File: config.mk
export PLATFORM = sky130hd
export DESIGN_NAME = uart_dma_loopback_sleep_ctrl
export DESIGN_NICKNAME = d
export VERILOG_FILES = /design/src/uart_aux_pkg.sv /design/src/uart_dma_loopback_sleep_ctrl.sv
export SDC_FILE = /design/constraint.sdc
export NUM_CORES = 1
export LEC_CHECK = 0
export BUFFER_PORTS_ARGS = -buffer_cell sky130_fd_sc_hd__buf_2
export CAP_MARGIN = 20
export CORE_MARGIN = 3
export CORE_UTILIZATION = 50
export DETAILED_ROUTE_END_ITERATION = 10
export GPL_TIMING_DRIVEN = 0
export PLACE_DENSITY_LB_ADDON = 0.3
export SLEW_MARGIN = 10
export SYNTH_ARGS = -nofsm -noshare
export SYNTH_HDL_FRONTEND = slang
export SYNTH_SLANG_ARGS = --single-unit
File: constraint.sdc
create_clock -name clk_i -period 3.1 [get_ports clk_i]
set_input_delay 0.155 -clock clk_i [delete_from_list [all_inputs] [get_ports clk_i]]
set_output_delay 0.155 -clock clk_i [all_outputs]
set_load 0.1 [all_outputs]
File: src/uart_aux_pkg.sv
// Package: register map, field positions and constants of the aux control
package uart_aux_pkg;
  // Register byte addresses (word aligned)
  localparam logic [7:0] ADDR_CTRL_A = 8'h00;
  localparam logic [7:0] ADDR_CTRL_B = 8'h04;
  localparam logic [7:0] ADDR_LEVELS_A = 8'h08;
  localparam logic [7:0] ADDR_LEVELS_B = 8'h0c;
  localparam logic [7:0] ADDR_DIVISOR_A = 8'h10;
  localparam logic [7:0] ADDR_DIVISOR_B = 8'h14;
  localparam logic [7:0] ADDR_STATUS = 8'h18;
  localparam logic [7:0] ADDR_GLOBAL = 8'h1c;

  // Control register fields (per channel)
  localparam int FCR_LSB = 0;
  localparam int MCR_LSB = 8;
  localparam int IER_LSB = 16;
  localparam int ALT_FUNCTION_CTRL_ONE_LSB = 24;
  localparam int DMA_BIT = 3;
  localparam int LOOP_BIT = 4;
  localparam int MCR_DTR_BIT = 0;
  localparam int MCR_RTS_BIT = 1;
  localparam int MCR_OUT1_BIT = 2;
  localparam int MCR_OUT2_BIT = 3;
  localparam int MCR_PRESC_BIT = 7;
  localparam int IER_SLEEP_BIT = 4;
  localparam int ALT_FUNCTION_CTRL_ONE_SLEEP_OVR_BIT = 4;
  localparam int EFR_ENH_BIT = 4;

  // Divisor register: low byte, high byte, fraction
  localparam int DIV_LOW_LSB = 0;
  localparam int DIV_HIGH_LSB = 8;
  localparam int DIV_FRAC_LSB = 16;

  // FIFO depths and full points
  localparam logic [7:0] FULL_NORMAL = 8'h20;
  localparam logic [7:0] FULL_EXTENDED = 8'h80;
  localparam logic [7:0] LEVEL_ZERO = 8'h00;

  // Idle window in character times, bits per character
  localparam logic [3:0] IDLE_CHARS = 4'h4;
  localparam logic [3:0] BITS_PER_CHAR = 4'ha;
  localparam logic [3:0] OVERSAMPLE = 4'hf;
  localparam logic [1:0] PRESC_QUARTER = 2'h3;

  localparam logic [31:0] RESET_CTRL = 32'h0000_0000;
  localparam logic [31:0] RESET_DIV = 32'h0000_0001;

  // Per-channel status from the UART core
  typedef struct packed {
    logic [7:0] rx_count;
    logic [7:0] tx_count;
    logic rx_trigger_hit;
    logic rx_timeout;
    logic tx_shift_empty;
    logic irq_pending;
  } chan_status_s;

  // Per-channel modem inputs
  typedef struct packed {
    logic cts;
    logic dsr;
    logic cd;
    logic ri;
  } modem_s;

  typedef enum logic [1:0] {
    PWR_RUN,
    PWR_SLEEP,
    PWR_LOW
  } pwr_state_e;
endpackage : uart_aux_pkg

File: src/uart_dma_loopback_sleep_ctrl.sv
// Aux control of a two channel UART: DMA ready, loopback, sleep, baud
`timescale 1ns/100ps
module uart_dma_loopback_sleep_ctrl (
  input wire logic clk_i,
  input wire logic rst_i,
  // Wishbone classic slave
  input wire logic cyc_i,
  input wire logic stb_i,
  input wire logic we_i,
  input wire logic [7:0] adr_i,
  input wire logic [3:0] sel_i,
  input wire logic [31:0] dat_i,
  output logic [31:0] dat_o,
  output logic ack_o,
  // UART core status per channel
  input wire uart_aux_pkg::chan_status_s status_a_i,
  input wire uart_aux_pkg::chan_status_s status_b_i,
  input wire logic tx_load_a_i,
  input wire logic tx_load_b_i,
  input wire logic tx_serial_a_i,
  input wire logic tx_serial_b_i,
  input wire logic irq_a_i,
  input wire logic irq_b_i,
  // Pins
  input wire logic serial_in_pin_a_i,
  input wire logic serial_in_pin_b_i,
  input wire uart_aux_pkg::modem_s modem_pin_a_i,
  input wire uart_aux_pkg::modem_s modem_pin_b_i,
  input wire logic low_power_in_i,
  output logic serial_out_pin_a_o,
  output logic serial_out_pin_b_o,
  output logic rts_n_a_o,
  output logic rts_n_b_o,
  output logic dtr_n_a_o,
  output logic dtr_n_b_o,
  output logic irq_a_o,
  output logic irq_b_o,
  output logic irq_a_oe_n_o,
  output logic irq_b_oe_n_o,
  // Internal side toward the UART core
  output logic rx_serial_a_o,
  output logic rx_serial_b_o,
  output uart_aux_pkg::modem_s modem_a_o,
  output uart_aux_pkg::modem_s modem_b_o,
  output logic rx_ready_out_a_o,
  output logic rx_ready_out_b_o,
  output logic tx_ready_out_a_o,
  output logic tx_ready_out_b_o,
  output logic [7:0] full_level_o,
  output logic uart_clk_en_o,
  output logic baud_tick_a_o,
  output logic baud_tick_b_o,
  output logic asleep_o,
  output logic host_isolate_o
);

  // ------------------------------------------------------------------
  // Register file
  // ------------------------------------------------------------------
  logic [31:0] ctrl_q [2];
  logic [31:0] levels_q [2];
  logic [31:0] div_q [2];
  logic [31:0] global_q;
  logic hit;
  uart_aux_pkg::pwr_state_e pwr_q;

  function automatic logic [31:0] merge(input logic [31:0] old,
                                        input logic [31:0] nw,
                                        input logic [3:0] sel);
    logic [31:0] r;
    r = old;
    for (int i = 0; i < 4; i++) begin
      if (sel[i]) begin
        r[i*8 +: 8] = nw[i*8 +: 8];
      end
    end
    return r;
  endfunction : merge

  // Single cycle answer; host isolated in low-power mode
  wire req = cyc_i && stb_i && !ack_o && !host_isolate_o;
  wire wr = req && we_i;

  always_ff @(posedge clk_i) begin
    if (rst_i) begin
      ack_o <= 1'b0;
    end else begin
      ack_o <= req;
    end
  end

  always_ff @(posedge clk_i) begin
    if (rst_i) begin
      ctrl_q[0] <= uart_aux_pkg::RESET_CTRL;
      ctrl_q[1] <= uart_aux_pkg::RESET_CTRL;
      levels_q[0] <= uart_aux_pkg::RESET_CTRL;
      levels_q[1] <= uart_aux_pkg::RESET_CTRL;
      div_q[0] <= uart_aux_pkg::RESET_DIV;
      div_q[1] <= uart_aux_pkg::RESET_DIV;
      global_q <= uart_aux_pkg::RESET_CTRL;
    end else if (wr) begin
      case (adr_i)
        uart_aux_pkg::ADDR_CTRL_A: ctrl_q[0] <= merge(ctrl_q[0], dat_i, sel_i);
        uart_aux_pkg::ADDR_CTRL_B: ctrl_q[1] <= merge(ctrl_q[1], dat_i, sel_i);
        uart_aux_pkg::ADDR_LEVELS_A: begin
          levels_q[0] <= merge(levels_q[0], dat_i, sel_i);
        end
        uart_aux_pkg::ADDR_LEVELS_B: begin
          levels_q[1] <= merge(levels_q[1], dat_i, sel_i);
        end
        // Written while asleep is unsafe; host keeps off
        uart_aux_pkg::ADDR_DIVISOR_A: div_q[0] <= merge(div_q[0], dat_i, sel_i);
        uart_aux_pkg::ADDR_DIVISOR_B: div_q[1] <= merge(div_q[1], dat_i, sel_i);
        uart_aux_pkg::ADDR_GLOBAL: global_q <= merge(global_q, dat_i, sel_i);
        default: ;
      endcase
    end
  end

  // ------------------------------------------------------------------
  // Per-channel views
  // ------------------------------------------------------------------
  uart_aux_pkg::chan_status_s st [2];
  uart_aux_pkg::modem_s mpin [2];
  uart_aux_pkg::modem_s modem_int [2];
  logic [1:0] dma, loop, sleep_en, sleep_ovr, sin_pin, sin_int, tx_in;
  logic [1:0] rdy_rx_q, rdy_tx_q, tx_load;
  logic extended;
  logic [7:0] full_lvl;

  assign st[0] = status_a_i;
  assign st[1] = status_b_i;
  assign mpin[0] = modem_pin_a_i;
  assign mpin[1] = modem_pin_b_i;
  assign sin_pin = {serial_in_pin_b_i, serial_in_pin_a_i};
  assign tx_in = {tx_serial_b_i, tx_serial_a_i};
  assign tx_load = {tx_load_b_i, tx_load_a_i};

  // Any nonzero level byte switches both channels to deep FIFOs
  assign extended = (levels_q[0] != {4{uart_aux_pkg::LEVEL_ZERO}}) ||
                    (levels_q[1] != {4{uart_aux_pkg::LEVEL_ZERO}});
  assign full_lvl = extended ? uart_aux_pkg::FULL_EXTENDED
                             : uart_aux_pkg::FULL_NORMAL;

  for (genvar c = 0; c < 2; c++) begin : g_ch
    wire [7:0] fifo_control_reg = ctrl_q[c][uart_aux_pkg::FCR_LSB +: 8];
    wire [7:0] modem_control_reg = ctrl_q[c][uart_aux_pkg::MCR_LSB +: 8];
    wire [7:0] interrupt_enable_reg = ctrl_q[c][uart_aux_pkg::IER_LSB +: 8];
    wire [7:0] afc = ctrl_q[c][uart_aux_pkg::ALT_FUNCTION_CTRL_ONE_LSB +: 8];
    assign dma[c] = fifo_control_reg[uart_aux_pkg::DMA_BIT];
    assign loop[c] = modem_control_reg[uart_aux_pkg::LOOP_BIT];
    assign sleep_en[c] = interrupt_enable_reg[uart_aux_pkg::IER_SLEEP_BIT];
    assign sleep_ovr[c] = afc[uart_aux_pkg::ALT_FUNCTION_CTRL_ONE_SLEEP_OVR_BIT];
    assign sin_int[c] = loop[c] ? tx_in[c] : sin_pin[c];
    always_comb begin
      if (loop[c]) begin
        modem_int[c].cts = modem_control_reg[uart_aux_pkg::MCR_RTS_BIT];
        modem_int[c].dsr = modem_control_reg[uart_aux_pkg::MCR_DTR_BIT];
        modem_int[c].cd = modem_control_reg[uart_aux_pkg::MCR_OUT2_BIT];
        modem_int[c].ri = modem_control_reg[uart_aux_pkg::MCR_OUT1_BIT];
      end else begin
        modem_int[c] = mpin[c];
      end
    end

    // Ready pins, one pair per channel; only the tx pin in DMA mode uses the shared full level
    always_ff @(posedge clk_i) begin
      if (rst_i) begin
        rdy_rx_q[c] <= 1'b1;
        rdy_tx_q[c] <= 1'b0;
      end else if (!dma[c]) begin
        rdy_rx_q[c] <= (st[c].rx_count == 8'h00);
        rdy_tx_q[c] <= (st[c].tx_count != 8'h00);
      end else begin
        if (st[c].rx_count == 8'h00) begin
          rdy_rx_q[c] <= 1'b1;
        end else if (st[c].rx_trigger_hit || st[c].rx_timeout) begin
          rdy_rx_q[c] <= 1'b0;
        end
        if (st[c].tx_count >= full_lvl) begin
          rdy_tx_q[c] <= 1'b1;
        end else begin
          rdy_tx_q[c] <= 1'b0;
        end
      end
    end
  end

  // ------------------------------------------------------------------
  // Baud generator
  // ------------------------------------------------------------------
  logic [1:0] presc_q [2];
  logic [15:0] base_q [2];
  logic [3:0] frac_q [2];
  logic [3:0] os_q [2];
  logic [1:0] bit_tick;
  wire run_en = (pwr_q == uart_aux_pkg::PWR_RUN);

  function automatic logic [15:0] divisor(input logic [31:0] d);
    logic [15:0] n;
    n = {d[uart_aux_pkg::DIV_HIGH_LSB +: 8], d[uart_aux_pkg::DIV_LOW_LSB +: 8]};
    return (n == 16'h0000) ? 16'h0001 : n;
  endfunction : divisor

  for (genvar c = 0; c < 2; c++) begin : g_baud
    wire quarter = ctrl_q[c][uart_aux_pkg::MCR_LSB + uart_aux_pkg::MCR_PRESC_BIT];
    wire [3:0] frac = div_q[c][uart_aux_pkg::DIV_FRAC_LSB +: 4];
    wire presc_tick = !quarter || (presc_q[c] == uart_aux_pkg::PRESC_QUARTER);
    // Fraction spreads M extra input cycles over 16 ticks
    wire [4:0] frac_sum = {1'b0, frac_q[c]} + {1'b0, frac};
    wire [15:0] reload = divisor(div_q[c]) - 16'h0001 +
                         {15'h0000, frac_sum[4]};
    wire tick16 = run_en && presc_tick && (base_q[c] == 16'h0000);
    always_ff @(posedge clk_i) begin
      if (rst_i) begin
        presc_q[c] <= 2'h0;
        base_q[c] <= 16'h0000;
        frac_q[c] <= 4'h0;
        os_q[c] <= 4'h0;
      end else if (run_en) begin
        presc_q[c] <= presc_tick ? 2'h0 : presc_q[c] + 2'h1;
        if (presc_tick) begin
          if (base_q[c] == 16'h0000) begin
            base_q[c] <= reload;
            frac_q[c] <= frac_sum[3:0];
          end else begin
            base_q[c] <= base_q[c] - 16'h0001;
          end
        end
        if (tick16) begin
          os_q[c] <= os_q[c] + 4'h1;
        end
      end
    end
    assign bit_tick[c] = tick16 && (os_q[c] == uart_aux_pkg::OVERSAMPLE);
  end

  // ------------------------------------------------------------------
  // Sleep control
  // ------------------------------------------------------------------
  logic [1:0] sin_d_q, modem_chg;
  logic [3:0] bit_cnt_q [2];
  logic [3:0] chr_cnt_q [2];
  logic [1:0] idle_ok;
  uart_aux_pkg::modem_s modem_d_q [2];
  wire enh = global_q[uart_aux_pkg::EFR_ENH_BIT];
  wire allowed = enh && (&sleep_en);

  for (genvar c = 0; c < 2; c++) begin : g_idle
    // Bit ticks stop in sleep and low power; the idle count holds until run unless a low serial input clears it
    always_ff @(posedge clk_i) begin
      if (rst_i) begin
        sin_d_q[c] <= 1'b1;
        modem_d_q[c] <= '0;
        bit_cnt_q[c] <= 4'h0;
        chr_cnt_q[c] <= 4'h0;
      end else begin
        sin_d_q[c] <= sin_int[c];
        modem_d_q[c] <= modem_int[c];
        if (!sin_int[c]) begin
          bit_cnt_q[c] <= 4'h0;
          chr_cnt_q[c] <= 4'h0;
        end else if (bit_tick[c] && chr_cnt_q[c] != uart_aux_pkg::IDLE_CHARS) begin
          if (bit_cnt_q[c] == uart_aux_pkg::BITS_PER_CHAR - 4'h1) begin
            bit_cnt_q[c] <= 4'h0;
            chr_cnt_q[c] <= chr_cnt_q[c] + 4'h1;
          end else begin
            bit_cnt_q[c] <= bit_cnt_q[c] + 4'h1;
          end
        end
      end
    end
    assign modem_chg[c] = (modem_d_q[c] != modem_int[c]);
    assign idle_ok[c] = sleep_ovr[c] ||
                        (chr_cnt_q[c] == uart_aux_pkg::IDLE_CHARS);
  end

  wire quiet = !(|modem_chg) && (&idle_ok) &&
               (st[0].tx_count == 8'h00) && (st[1].tx_count == 8'h00) &&
               st[0].tx_shift_empty && st[1].tx_shift_empty &&
               !st[0].irq_pending && !st[1].irq_pending &&
               (st[0].rx_count == 8'h00) && (st[1].rx_count == 8'h00);
  wire start_bit = (sin_d_q[0] && !sin_int[0]) || (sin_d_q[1] && !sin_int[1]);
  wire wake = start_bit || (|tx_load) || (|modem_chg);

  always_ff @(posedge clk_i) begin
    if (rst_i) begin
      pwr_q <= uart_aux_pkg::PWR_RUN;
    end else begin
      case (pwr_q)
        uart_aux_pkg::PWR_RUN: begin
          if (low_power_in_i) begin
            pwr_q <= uart_aux_pkg::PWR_LOW;
          end else if (allowed && quiet) begin
            pwr_q <= uart_aux_pkg::PWR_SLEEP;
          end
        end
        uart_aux_pkg::PWR_SLEEP: begin
          if (low_power_in_i) begin
            pwr_q <= uart_aux_pkg::PWR_LOW;
          end else if (wake || !allowed) begin
            pwr_q <= uart_aux_pkg::PWR_RUN;
          end
        end
        uart_aux_pkg::PWR_LOW: begin
          if (!low_power_in_i) begin
            pwr_q <= uart_aux_pkg::PWR_RUN;
          end
        end
        default: pwr_q <= uart_aux_pkg::PWR_RUN;
      endcase
    end
  end

  // ------------------------------------------------------------------
  // Outputs
  // ------------------------------------------------------------------
  always_comb begin
    dat_o = 32'h0000_0000;
    if (ack_o && !we_i) begin
      case (adr_i)
        uart_aux_pkg::ADDR_CTRL_A: dat_o = ctrl_q[0];
        uart_aux_pkg::ADDR_CTRL_B: dat_o = ctrl_q[1];
        uart_aux_pkg::ADDR_LEVELS_A: dat_o = levels_q[0];
        uart_aux_pkg::ADDR_LEVELS_B: dat_o = levels_q[1];
        uart_aux_pkg::ADDR_DIVISOR_A: dat_o = div_q[0];
        uart_aux_pkg::ADDR_DIVISOR_B: dat_o = div_q[1];
        uart_aux_pkg::ADDR_GLOBAL: dat_o = global_q;
        uart_aux_pkg::ADDR_STATUS: begin
          dat_o = {16'h0000, full_lvl, 2'b00, pwr_q, rdy_tx_q, rdy_rx_q};
        end
        default: dat_o = 32'h0000_0000;
      endcase
    end
  end

  // Loopback keeps serial out idle and floats the interrupt
  assign serial_out_pin_a_o = loop[0] ? 1'b1 : tx_serial_a_i;
  assign serial_out_pin_b_o = loop[1] ? 1'b1 : tx_serial_b_i;
  assign rts_n_a_o = loop[0] | ~ctrl_q[0][uart_aux_pkg::MCR_LSB + uart_aux_pkg::MCR_RTS_BIT];
  assign rts_n_b_o = loop[1] | ~ctrl_q[1][uart_aux_pkg::MCR_LSB + uart_aux_pkg::MCR_RTS_BIT];
  assign dtr_n_a_o = loop[0] | ~ctrl_q[0][uart_aux_pkg::MCR_LSB + uart_aux_pkg::MCR_DTR_BIT];
  assign dtr_n_b_o = loop[1] | ~ctrl_q[1][uart_aux_pkg::MCR_LSB + uart_aux_pkg::MCR_DTR_BIT];
  assign irq_a_o = irq_a_i;
  assign irq_b_o = irq_b_i;
  assign irq_a_oe_n_o = loop[0];
  assign irq_b_oe_n_o = loop[1];
  assign rx_serial_a_o = sin_int[0];
  assign rx_serial_b_o = sin_int[1];
  assign modem_a_o = modem_int[0];
  assign modem_b_o = modem_int[1];
  assign rx_ready_out_a_o = rdy_rx_q[0];
  assign rx_ready_out_b_o = rdy_rx_q[1];
  assign tx_ready_out_a_o = rdy_tx_q[0];
  assign tx_ready_out_b_o = rdy_tx_q[1];
  assign full_level_o = full_lvl;
  assign uart_clk_en_o = run_en;
  assign baud_tick_a_o = g_baud[0].tick16;
  assign baud_tick_b_o = g_baud[1].tick16;
  assign asleep_o = (pwr_q == uart_aux_pkg::PWR_SLEEP);
  assign host_isolate_o = (pwr_q == uart_aux_pkg::PWR_LOW);

endmodule : uart_dma_loopback_sleep_ctrl

==> results of run 1 <==
worst min-delay path, stage by stage:
cell and delay [ns]:
buf_2 0.10, nand4_1 0.06, a21oi_1 0.06, nand4bb_1 0.14, a21oi_1 0.08
worst paths after layout:
check             cells past startpoint                     endpoint
hold reg to reg                       2    global_q[27]$_SDFFE_PP0P_
hold / removal                        5        pwr_q[0]$_SDFFE_PP0P_
setup / recovery                      9                     dat_o[1]
setup reg to reg                      6  ctrl_q[0][56]$_SDFFCE_PP0P_
layout by cell type (no fill, tap or decap), drive strengths merged, types with 6 or more instances in the layout:
| master | synthesis | routed |
|---|---|---|
| a31oi | 18 | 18 |
| clkinv | 0 | 10 |
| dlygate4sd3 | 0 | 57 |
| o22ai | 22 | 22 |
| a221oi | 8 | 8 |
| and3 | 9 | 9 |
| a22oi | 17 | 17 |
| a222oi | 37 | 37 |
| xor2 | 34 | 34 |
| ha | 31 | 31 |
| a211oi | 15 | 15 |
| conb | 1 | 6 |
| nand4 | 11 | 11 |
| and2 | 111 | 111 |
| mux2i | 46 | 46 |
| nand2b | 20 | 20 |
| clkbuf | 43 | 96 |
| buf | 23 | 190 |
| a22o | 10 | 10 |
| nor2 | 114 | 114 |
| nand3 | 27 | 27 |
| or2 | 13 | 13 |
| xnor2 | 44 | 44 |
| nand2 | 74 | 74 |
| or4 | 11 | 11 |
| nor4 | 49 | 49 |
| o21bai | 20 | 20 |
| edfxtp | 260 | 260 |
| a21oi | 28 | 28 |
| nor2b | 10 | 10 |
| dfxtp | 49 | 49 |
| nand3b | 7 | 7 |
| inv | 39 | 39 |
| or3 | 7 | 7 |
| nor3 | 28 | 28 |
registers in the layout (all words and copies together), names as in the netlist, 2 cells and up:
signal	cells
global_q	32
bit_cnt_q	8
frac_q	8
div_q	64
levels_q	64
pwr_q	2
sin_d_q	2
modem_d_q	8
base_q	32
presc_q	4
chr_cnt_q	8
ctrl_q	64
os_q	8
per-layer routing:
metal,global-route usage,up-vias
met1,0.384,5839
li1,-,5308
met4,0.133,0
met2,0.462,785
met5,0,-
met3,0.0624,161
logic make-up (layout without fill, tap and decap cells):
family / count (synthesis) / after routing
buffers and inverters: 105 / 394
DFF: 309 / 309
other: 1 / 7
AOI/OAI and AO/OA: 191 / 191
muxes: 47 / 47
adders and majority gates: 33 / 33
xor gates and xnor gates: 78 / 78
and+or+nand+nor: 506 / 506
metrics by stage:
step	cell area, µm²	setup TNS [ns]	instances	power (mW)	util
3_5_place_dp	16600	-51.96	1827	5.77	0.568
5_1_grt	18300	-0.0395	1949	9.56	0.629
6_report	18300	0	1949	9.32	0.629
4_1_cts	18200	0	1946	9.29	0.625
3_3_place_gp	16600	-53.01	1825	5.75	0.568
2_1_floorplan	15200	-0.228	1275	5.46	-
power breakdown:
part	internal, mW	leakage, nW	switching [mW]
registers	4.68	3.08	0.159
logic	0.322	3.41	0.622
clock network	1.97	0.462	1.57
total	6.97	6.95	2.35
layout make-up:
class	count	area, µm²
inverters	39	146
diodes	1	2.50
repair buffers	232	1530
plain buffers	66	315
multi-input cells	861	6140
clock inverters	12	58.8
clock buffers	45	888
flip-flops and latches	309	8790
fillers	2318	10800
well taps	384	480
timing repair:
item | 4_1_cts | 5_1_grt
endpoints found under the hold margin | 235 | 0
setup endpoints to repair | 327 | 50
setup buffers | 5 | 2
hold buffers | 57 | 0
gates resized for setup | 34 | 34
pin swaps | 2 | 2
==> results.cfg, run 1 <==
[power_and_ir_drop]
ir_drop_v = 0.000442
p_leak_nw = 6.95
power_per_cell_area_nw_per_um2 = 508

[drt]
num_vias = 12100
dr.pass1.iters = 8
top_layer_used = met4
wl_met3_mm = 5.64
via_per_inst = 6.20
wire_per_inst_um = 24.9
wl_met2_mm = 22.3
wirelength_mm = 48.5
m1WireLength_mm = 18.1
drtAntennaViolNets = 0
drc = 0
drt_first_iter_violations = 1743

[yosys]
synthDistinctLibCells = 60
synth_top_area_frac = 0.519
synthTopCellsByArea = edfxtp_1 52%, dfxtp_1 6.5%, and2_1 4.6%
synthTopCellsByCount = 260 x edfxtp_1, 114 x nor2_1, 110 x and2_1
synth_warnings = 0
syn_avg_cell_area_um2 = 11.9
netlist_instances = 1270
synthAdderAreaFrac = 0.0284
synth-edff-count = 260
synth_simple_gate_area_frac = 0.186
netlist_area_um2 = 15100
dominantRegCellSynth = edfxtp_1
ys_ff_latch = 309
yosysSeqAreaShare = 0.584
synth_top_area_cell = edfxtp_1
synth_top_family_by_area = simple AND/OR/NAND/NOR gates
synth_compound_area_frac = 0.0951
synth_most_common_cell = edfxtp_1
yosys.area_share.xor_xnor = 0.0454
synthArstFlopShare = 0
synthMuxAreaShare = 0.0321

[setup_path]
r2r_start = pwr_q[0]$_SDFFE_PP0P_
cp_common_cell = buf_2
critPathLaunchType = primary input
slowest_stage = nor2b_2
path_buf_inv = 4
crit_type = primary input to output port
crit_start = adr_i[3]
crit_chain = clkbuf_1 > nor2b_2 > and3_1 > clkbuf_2 > buf_2 > a222oi_1 > nand2_1 > o21ba_2 > buf_2
crit_arrival_ns = 2.94
max_stage_delay_ns = 0.52
crit_family = buffers and inverters
crit_fanout = 10
r2r_slack_ns = 0.03
end_kind = output port
cp_data_required_time_ns = 2.94

[clocking]
ctsHtreeMaxLevel = 1
cts_tree = yes
clk_pin_slew_ns = 0.06
worstSkewPairLatency_ns = 0.57
clk_root_buffer_cell = clkbuf_16
cts_buffer_depth = 3
cts_inserted_buffers = 31
cts.sinks = 309

[timing]
slew_headroom = 0.240
worst_pin_slew_ns = 1.14
whs_ns = 0.0900
min_period_ns = 3.09
setup_slack_ns = 0.00572
fmax_mhz = 323
post-route-period-util = 0.998
fin_skew_ns = 0.0111
slew_viol_final = 0
rsz0062_at_grt = yes
hold_viol_final = 0
setup_viol = 0

[global_routing]
gr-total-overflow = 0
grt_usage = 0.290
grt_pass1_wl_mm = 72.2
grt_max_degree = 17
grt_pass1_vias = 12200
antenna_found_initial = 1

[hold_path]
hold_start = status_a_i[1]
hold_path_class = primary input to register

[floorplan]
initial_core_util = 0.516
die_area_um2 = 32200
rows = 62
io-pin-count = 176
die_x_um = 180
die_y_um = 180
fp.coreArea_um2 = 29200

[layout]
nNetsFinal = 1679
areaGrowthSynthToFinish_pct = 21.8
drive_gt1_frac = 0.217

[job]
cap_violations = 0

[placed_design]
place_congestion = 0.948
dp_hpwl_mm = 34.3
port_buffers = 166
place_ws_ns = -0.623

[status]
status = finished clean
(Power assumes the default switching activity.)
==> inputs of run 2 (changes only) <==
Settings changed: BUFFER_PORTS_ARGS -buffer_cell sky130_fd_sc_hd__buf_2 to -buffer_cell sky130_fd_sc_hd__buf_4.
==> run 2 against run 1 <==
  * Register-to-register slack improved by 0.08 ns
  * Global-route usage grew 0.17 points
  * Clock skew up 0.0085 ns
  * Worst hold slack worse by 0.077 ns
  * Combinational power is 6% higher
  * Via count up 1.9%
  * Largest cell class unchanged
  * The flow now finishes with violations (negative setup slack)
==> results.cfg, run 2 (synthesis gave the netlist of run 1 again) <==
[setup_path]
crit_fanout = 10
end_kind = output port
crit_chain = buf_4 > or4b_1 > nor4_1 > clkdlybuf4s15_1 > a222oi_1 > a31oi_2 > buf_4
crit_arrival_ns = 3.00
r2r_slack_ns = 0.11
max_stage_delay_ns = 0.81
cp_data_required_time_ns = 2.94
slowest_stage = clkdlybuf4s15_1
critPathLaunchType = primary input
crit_type = primary input to output port
cp_common_cell = buf_4
path_buf_inv = 3
crit_family = buffers and inverters

[floorplan]
io-pin-count = 176
die_y_um = 180
initial_core_util = 0.516
die_x_um = 180
die_area_um2 = 32200
fp.coreArea_um2 = 29200
rows = 62

[job]
cap_violations = 0

[layout]
largest_registers = ctrl_q (64), div_q (64), levels_q (64)
drive_gt1_frac = 0.221
layout_common_cells = 260 x edfxtp_1, 191 x buf_4, 111 x nor2_1
n_antenna_cell = 0
areaGrowthSynthToFinish_pct = 25.4
nNetsFinal = 1687
fillers = 2265
final_common_cell = edfxtp_1
instances_no_fill = 1956

[timing]
fin_skew_ns = 0.0196
setup_slack_ns = -0.0549
setup_viol = 2
worst_pin_slew_ns = 1.14
hold_viol_final = 0
slew_viol_final = 0
fmax_mhz = 317
setup_tns_ns = -0.100
post-route-period-util = 1.02
min_period_ns = 3.15
slew_headroom = 0.241

[clocking]
cts_buffer_depth = 3
ctsHtreeMaxLevel = 1
clk_pin_slew_ns = 0.06
worstSkewPairLatency_ns = 0.57
cts.sinks = 309
cts_inserted_buffers = 31
clk_root_buffer_cell = clkbuf_16
cts_tree = yes

[global_routing]
grt_usage = 0.292
grt_max_degree = 17
use_met3 = 0.0711
grt_pass1_wl_mm = 72.4
antenna_found_initial = 0
gr-total-overflow = 0
grt_busiest_layer = met2
met1_usage = 0.385
grt_pass1_vias = 12100
gr-usage-met2 = 0.467

[status]
status = finished with violations
violations = negative setup slack

[power_and_ir_drop]
ir_drop_v = 0.000468
power_per_cell_area_nw_per_um2 = 523
power.total_mw = 9.87
p_leak_nw = 7.17

[drt]
via_per_inst = 6.30
wire_per_inst_um = 25.3
wirelength_mm = 49.5
dr.pass1.iters = 7
drtAntennaViolNets = 0
num_vias = 12300
drt_first_iter_violations = 1745
drc = 0

[placed_design]
dp_cells = 1827
place_congestion = 0.936
port_buffers = 166
dp_hpwl_mm = 35.0

[hold_path]
hold_path_class = primary input to register
## run 2: through the flow
step | setup slack, ns | utilization | cell area [µm²] | hold slack, ns
after floorplan | -0.228 | - | 15200 | 0.297
after global placement | -0.500 | 0.582 | 17000 | 0.414
after detailed placement | -0.492 | 0.583 | 17000 | 0.416
after CTS | 0.00963 | 0.642 | 18700 | 0.00968
after global routing | -0.0348 | 0.647 | 18900 | 0.0178
final | -0.0549 | 0.647 | 18900 | 0.0134
## run 2: worst reg2reg max path, stage by stage (launching register included)
cell	delay [ns]
dfxtp_1	0.44
nor2b_1	0.12
nor4b_2	0.61
buf_2	0.35
nand2_1	0.16
o21bai_1	0.91
## run 2: routing by layer
metal	share of wire	up-vias	routed length, µm
li1	-	5324	-
met1	0.36	5944	18000
met2	0.46	883	22800
met3	0.13	176	6330
met4	0.048	0	2380
met5	0	-	0
## run 2: final cells by class
| cell class | instances | area [µm²] | area share |
|---|---|---|---|
| timing repair buffer | 240 | 1950 | 0.103 |
| clock buffer | 39 | 846 | 0.0448 |
| sequential | 309 | 8790 | 0.466 |
| clock inverter | 18 | 239 | 0.0127 |
| buffer | 66 | 323 | 0.0171 |
| tap | 384 | 480 | 0.0255 |
| inverter | 39 | 146 | 0.00775 |
| multi-input combinational | 861 | 6100 | 0.323 |
## run 2: power breakdown
group | internal, mW | switching [mW] | total, mW | leakage [nW]
Clock | 2.42 | 1.62 | 4.04 | 0.536
Combinational | 0.369 | 0.633 | 1.00 | 3.55
Sequential | 4.68 | 0.157 | 4.84 | 3.08
Total | 7.46 | 2.41 | 9.87 | 7.17
## run 2: what timing repair did
action	4_1_cts	5_1_grt
endpoints found under the hold margin	239	0
endpoints found under the setup margin	302	43
setup buffers	6	9
hold buffers	56	0
gates resized for setup	12	33
pin swaps	1	7
## run 2: path summary, 6_finish.rpt
path                             start                           to  cells past startpoint
max                           adr_i[5]                    dat_o[28]                      7
min                      tx_serial_b_i        sin_d_q[1]$_SDFF_PP1_                      3
max reg2reg      pwr_q[0]$_SDFFE_PP0P_  ctrl_q[0][12]$_SDFFCE_PP0P_                      5
min reg2reg  global_q[21]$_SDFFE_PP0P_    global_q[21]$_SDFFE_PP0P_                      2
==> inputs of run 3 (changes only) <==
Settings changed: SETUP_SLACK_MARGIN from default to 0.02.
==> run 3 against run 2 <==
  * The run still ends with negative setup slack left
  * Largest power group unchanged
  * Highest routed layer unchanged
  * Cell count about the same
  * Via count fell by 0.45%
  * Critical endpoint unchanged
  * Worst setup slack gained 0.0030 ns
  * Cell area grew 0.12%
==> results.cfg, run 3 (synthesis gave the netlist of run 1 again) <==
[global_routing]
grt_max_degree = 17
gr-total-overflow = 0
grt_pass1_wl_mm = 72.5
antenna_found_initial = 0
grt_pass1_vias = 12100
grt_usage = 0.292

[setup_path]
crit_arrival_ns = 3.00
critPathLaunchType = primary input
crit_type = primary input to output port
crit_fanout = 10
end_kind = output port
cp_data_required_time_ns = 2.94

[drt]
dr.pass1.iters = 6
drc = 0
wirelength_mm = 49.4
via_per_inst = 6.28
drtAntennaViolNets = 0
wire_per_inst_um = 25.3
drt_first_iter_violations = 1828
num_vias = 12300

[floorplan]
die_y_um = 180
fp.coreArea_um2 = 29200
die_x_um = 180
rows = 62
initial_core_util = 0.516
io-pin-count = 176
die_area_um2 = 32200

[power_and_ir_drop]
clkPwrFrac = 0.409
p_int_mw = 7.46
power_per_cell_area_nw_per_um2 = 522
combPwrFrac = 0.102
p_leak_nw = 7.17
power.total_mw = 9.87
ir_drop_v = 0.000476
pwr-share-seq = 0.490
switching_share = 0.244
switchingPower_mw = 2.41

[hold_path]
hold_path_class = primary input to register

[clocking]
cts_inserted_buffers = 31
clk_pin_slew_ns = 0.06
clk_root_buffer_cell = clkbuf_16
ctsHtreeMaxLevel = 1
cts.sinks = 309
cts_buffer_depth = 3
cts_tree = yes
worstSkewPairLatency_ns = 0.57

[timing]
slew_headroom = 0.176
setup_viol = 2
worst_pin_slew_ns = 1.23
fmax_mhz = 317
setup_slack_ns = -0.0520
whs_ns = 0.00654
slew_viol_final = 0
min_period_ns = 3.15
post-route-period-util = 1.02
rsz0062_at_grt = no
hold_viol_final = 0
fin_skew_ns = 0.0232

[layout]
n_antenna_cell = 0
layout_common_cells = 260 x edfxtp_1, 190 x buf_4, 112 x nor2_1
largest_registers = ctrl_q (64), div_q (64), levels_q (64)
drive_gt1_frac = 0.224
nNetsFinal = 1686
areaGrowthSynthToFinish_pct = 25.5
final_common_cell = edfxtp_1

[status]
status = finished with violations
violations = negative setup slack

[placed_design]
port_buffers = 166
place_congestion = 0.936
dp_hpwl_mm = 35.0

[job]
cap_violations = 0
[run 3: through the flow]
stage,util,area [µm²],std cells,TNS (ns),setup slack (ns)
floorplan,-,15200,1275,-0.228,-0.228
global placement,0.582,17000,1825,-29.42,-0.500
detailed placement,0.583,17000,1827,-28.88,-0.492
CTS,0.643,18800,1948,0,0.0215
global route,0.648,18900,1955,0,0.00620
finish,0.648,18900,1955,-0.0705,-0.0520
[run 3: layer usage]
metal | wire length [µm] | vias to the layer above | share of wire | GRT usage
met5 | 0 | - | 0 | 0
met1 | 17700 | 5902 | 0.36 | 0.385
met2 | 22900 | 886 | 0.46 | 0.467
met4 | 2280 | 0 | 0.046 | 0.121
met3 | 6530 | 165 | 0.13 | 0.0732
li1 | - | 5318 | - | -
[run 3: worst max-delay path, stage by stage]
cell and delay [ns]:
buf_4 0.13, or4b_1 0.62, nor4_1 0.38, dlygate4sd1_1 0.81
a222oi_1 0.23, a31oi_2 0.32, buf_4 0.34
[run 3: final timing paths]
check	startpoint	to	slack [ns]	cells after the start
max	adr_i[5]	dat_o[28]	-0.05	7
min	tx_serial_b_i	sin_d_q[1]$_SDFF_PP1_	0.007	3
max reg2reg	pwr_q[0]$_SDFFE_PP0P_	ctrl_q[0][13]$_SDFFCE_PP0P_	0.04	5
min reg2reg	global_q[21]$_SDFFE_PP0P_	global_q[21]$_SDFFE_PP0P_	0.50	2
[run 3: power groups by stage]
stage | Clock [mW] | Sequential, mW | Combinational, mW
finish | 4.03 | 4.84 | 1.00
global route | 4.20 | 4.85 | 1.07
CTS | 4.02 | 4.83 | 0.980
detailed placement | 0 | 4.92 | 0.911
global placement | 0 | 4.91 | 0.891
floorplan | 0 | 4.89 | 0.566
[run 3: timing repair]
action / CTS / global route
buffers inserted: 8 / 6
setup endpoints to repair: 303 / 48
hold buffers: 56 / 0
pin swaps: 2 / 5
resized for setup: 14 / 40
endpoints found under the hold margin: 239 / 0
cloned: 0 / 0
[run 3: final cells by class]
| class | count | area (µm²) |
|---|---|---|
| fillers | 2263 | 10300 |
| flip-flops and latches | 309 | 8790 |
| multi-input cells | 861 | 6130 |
| repair buffers | 239 | 1950 |
| clock buffers | 39 | 846 |
| well taps | 384 | 480 |
| plain buffers | 66 | 329 |
| clock inverters | 18 | 239 |
| inverters | 39 | 146 |
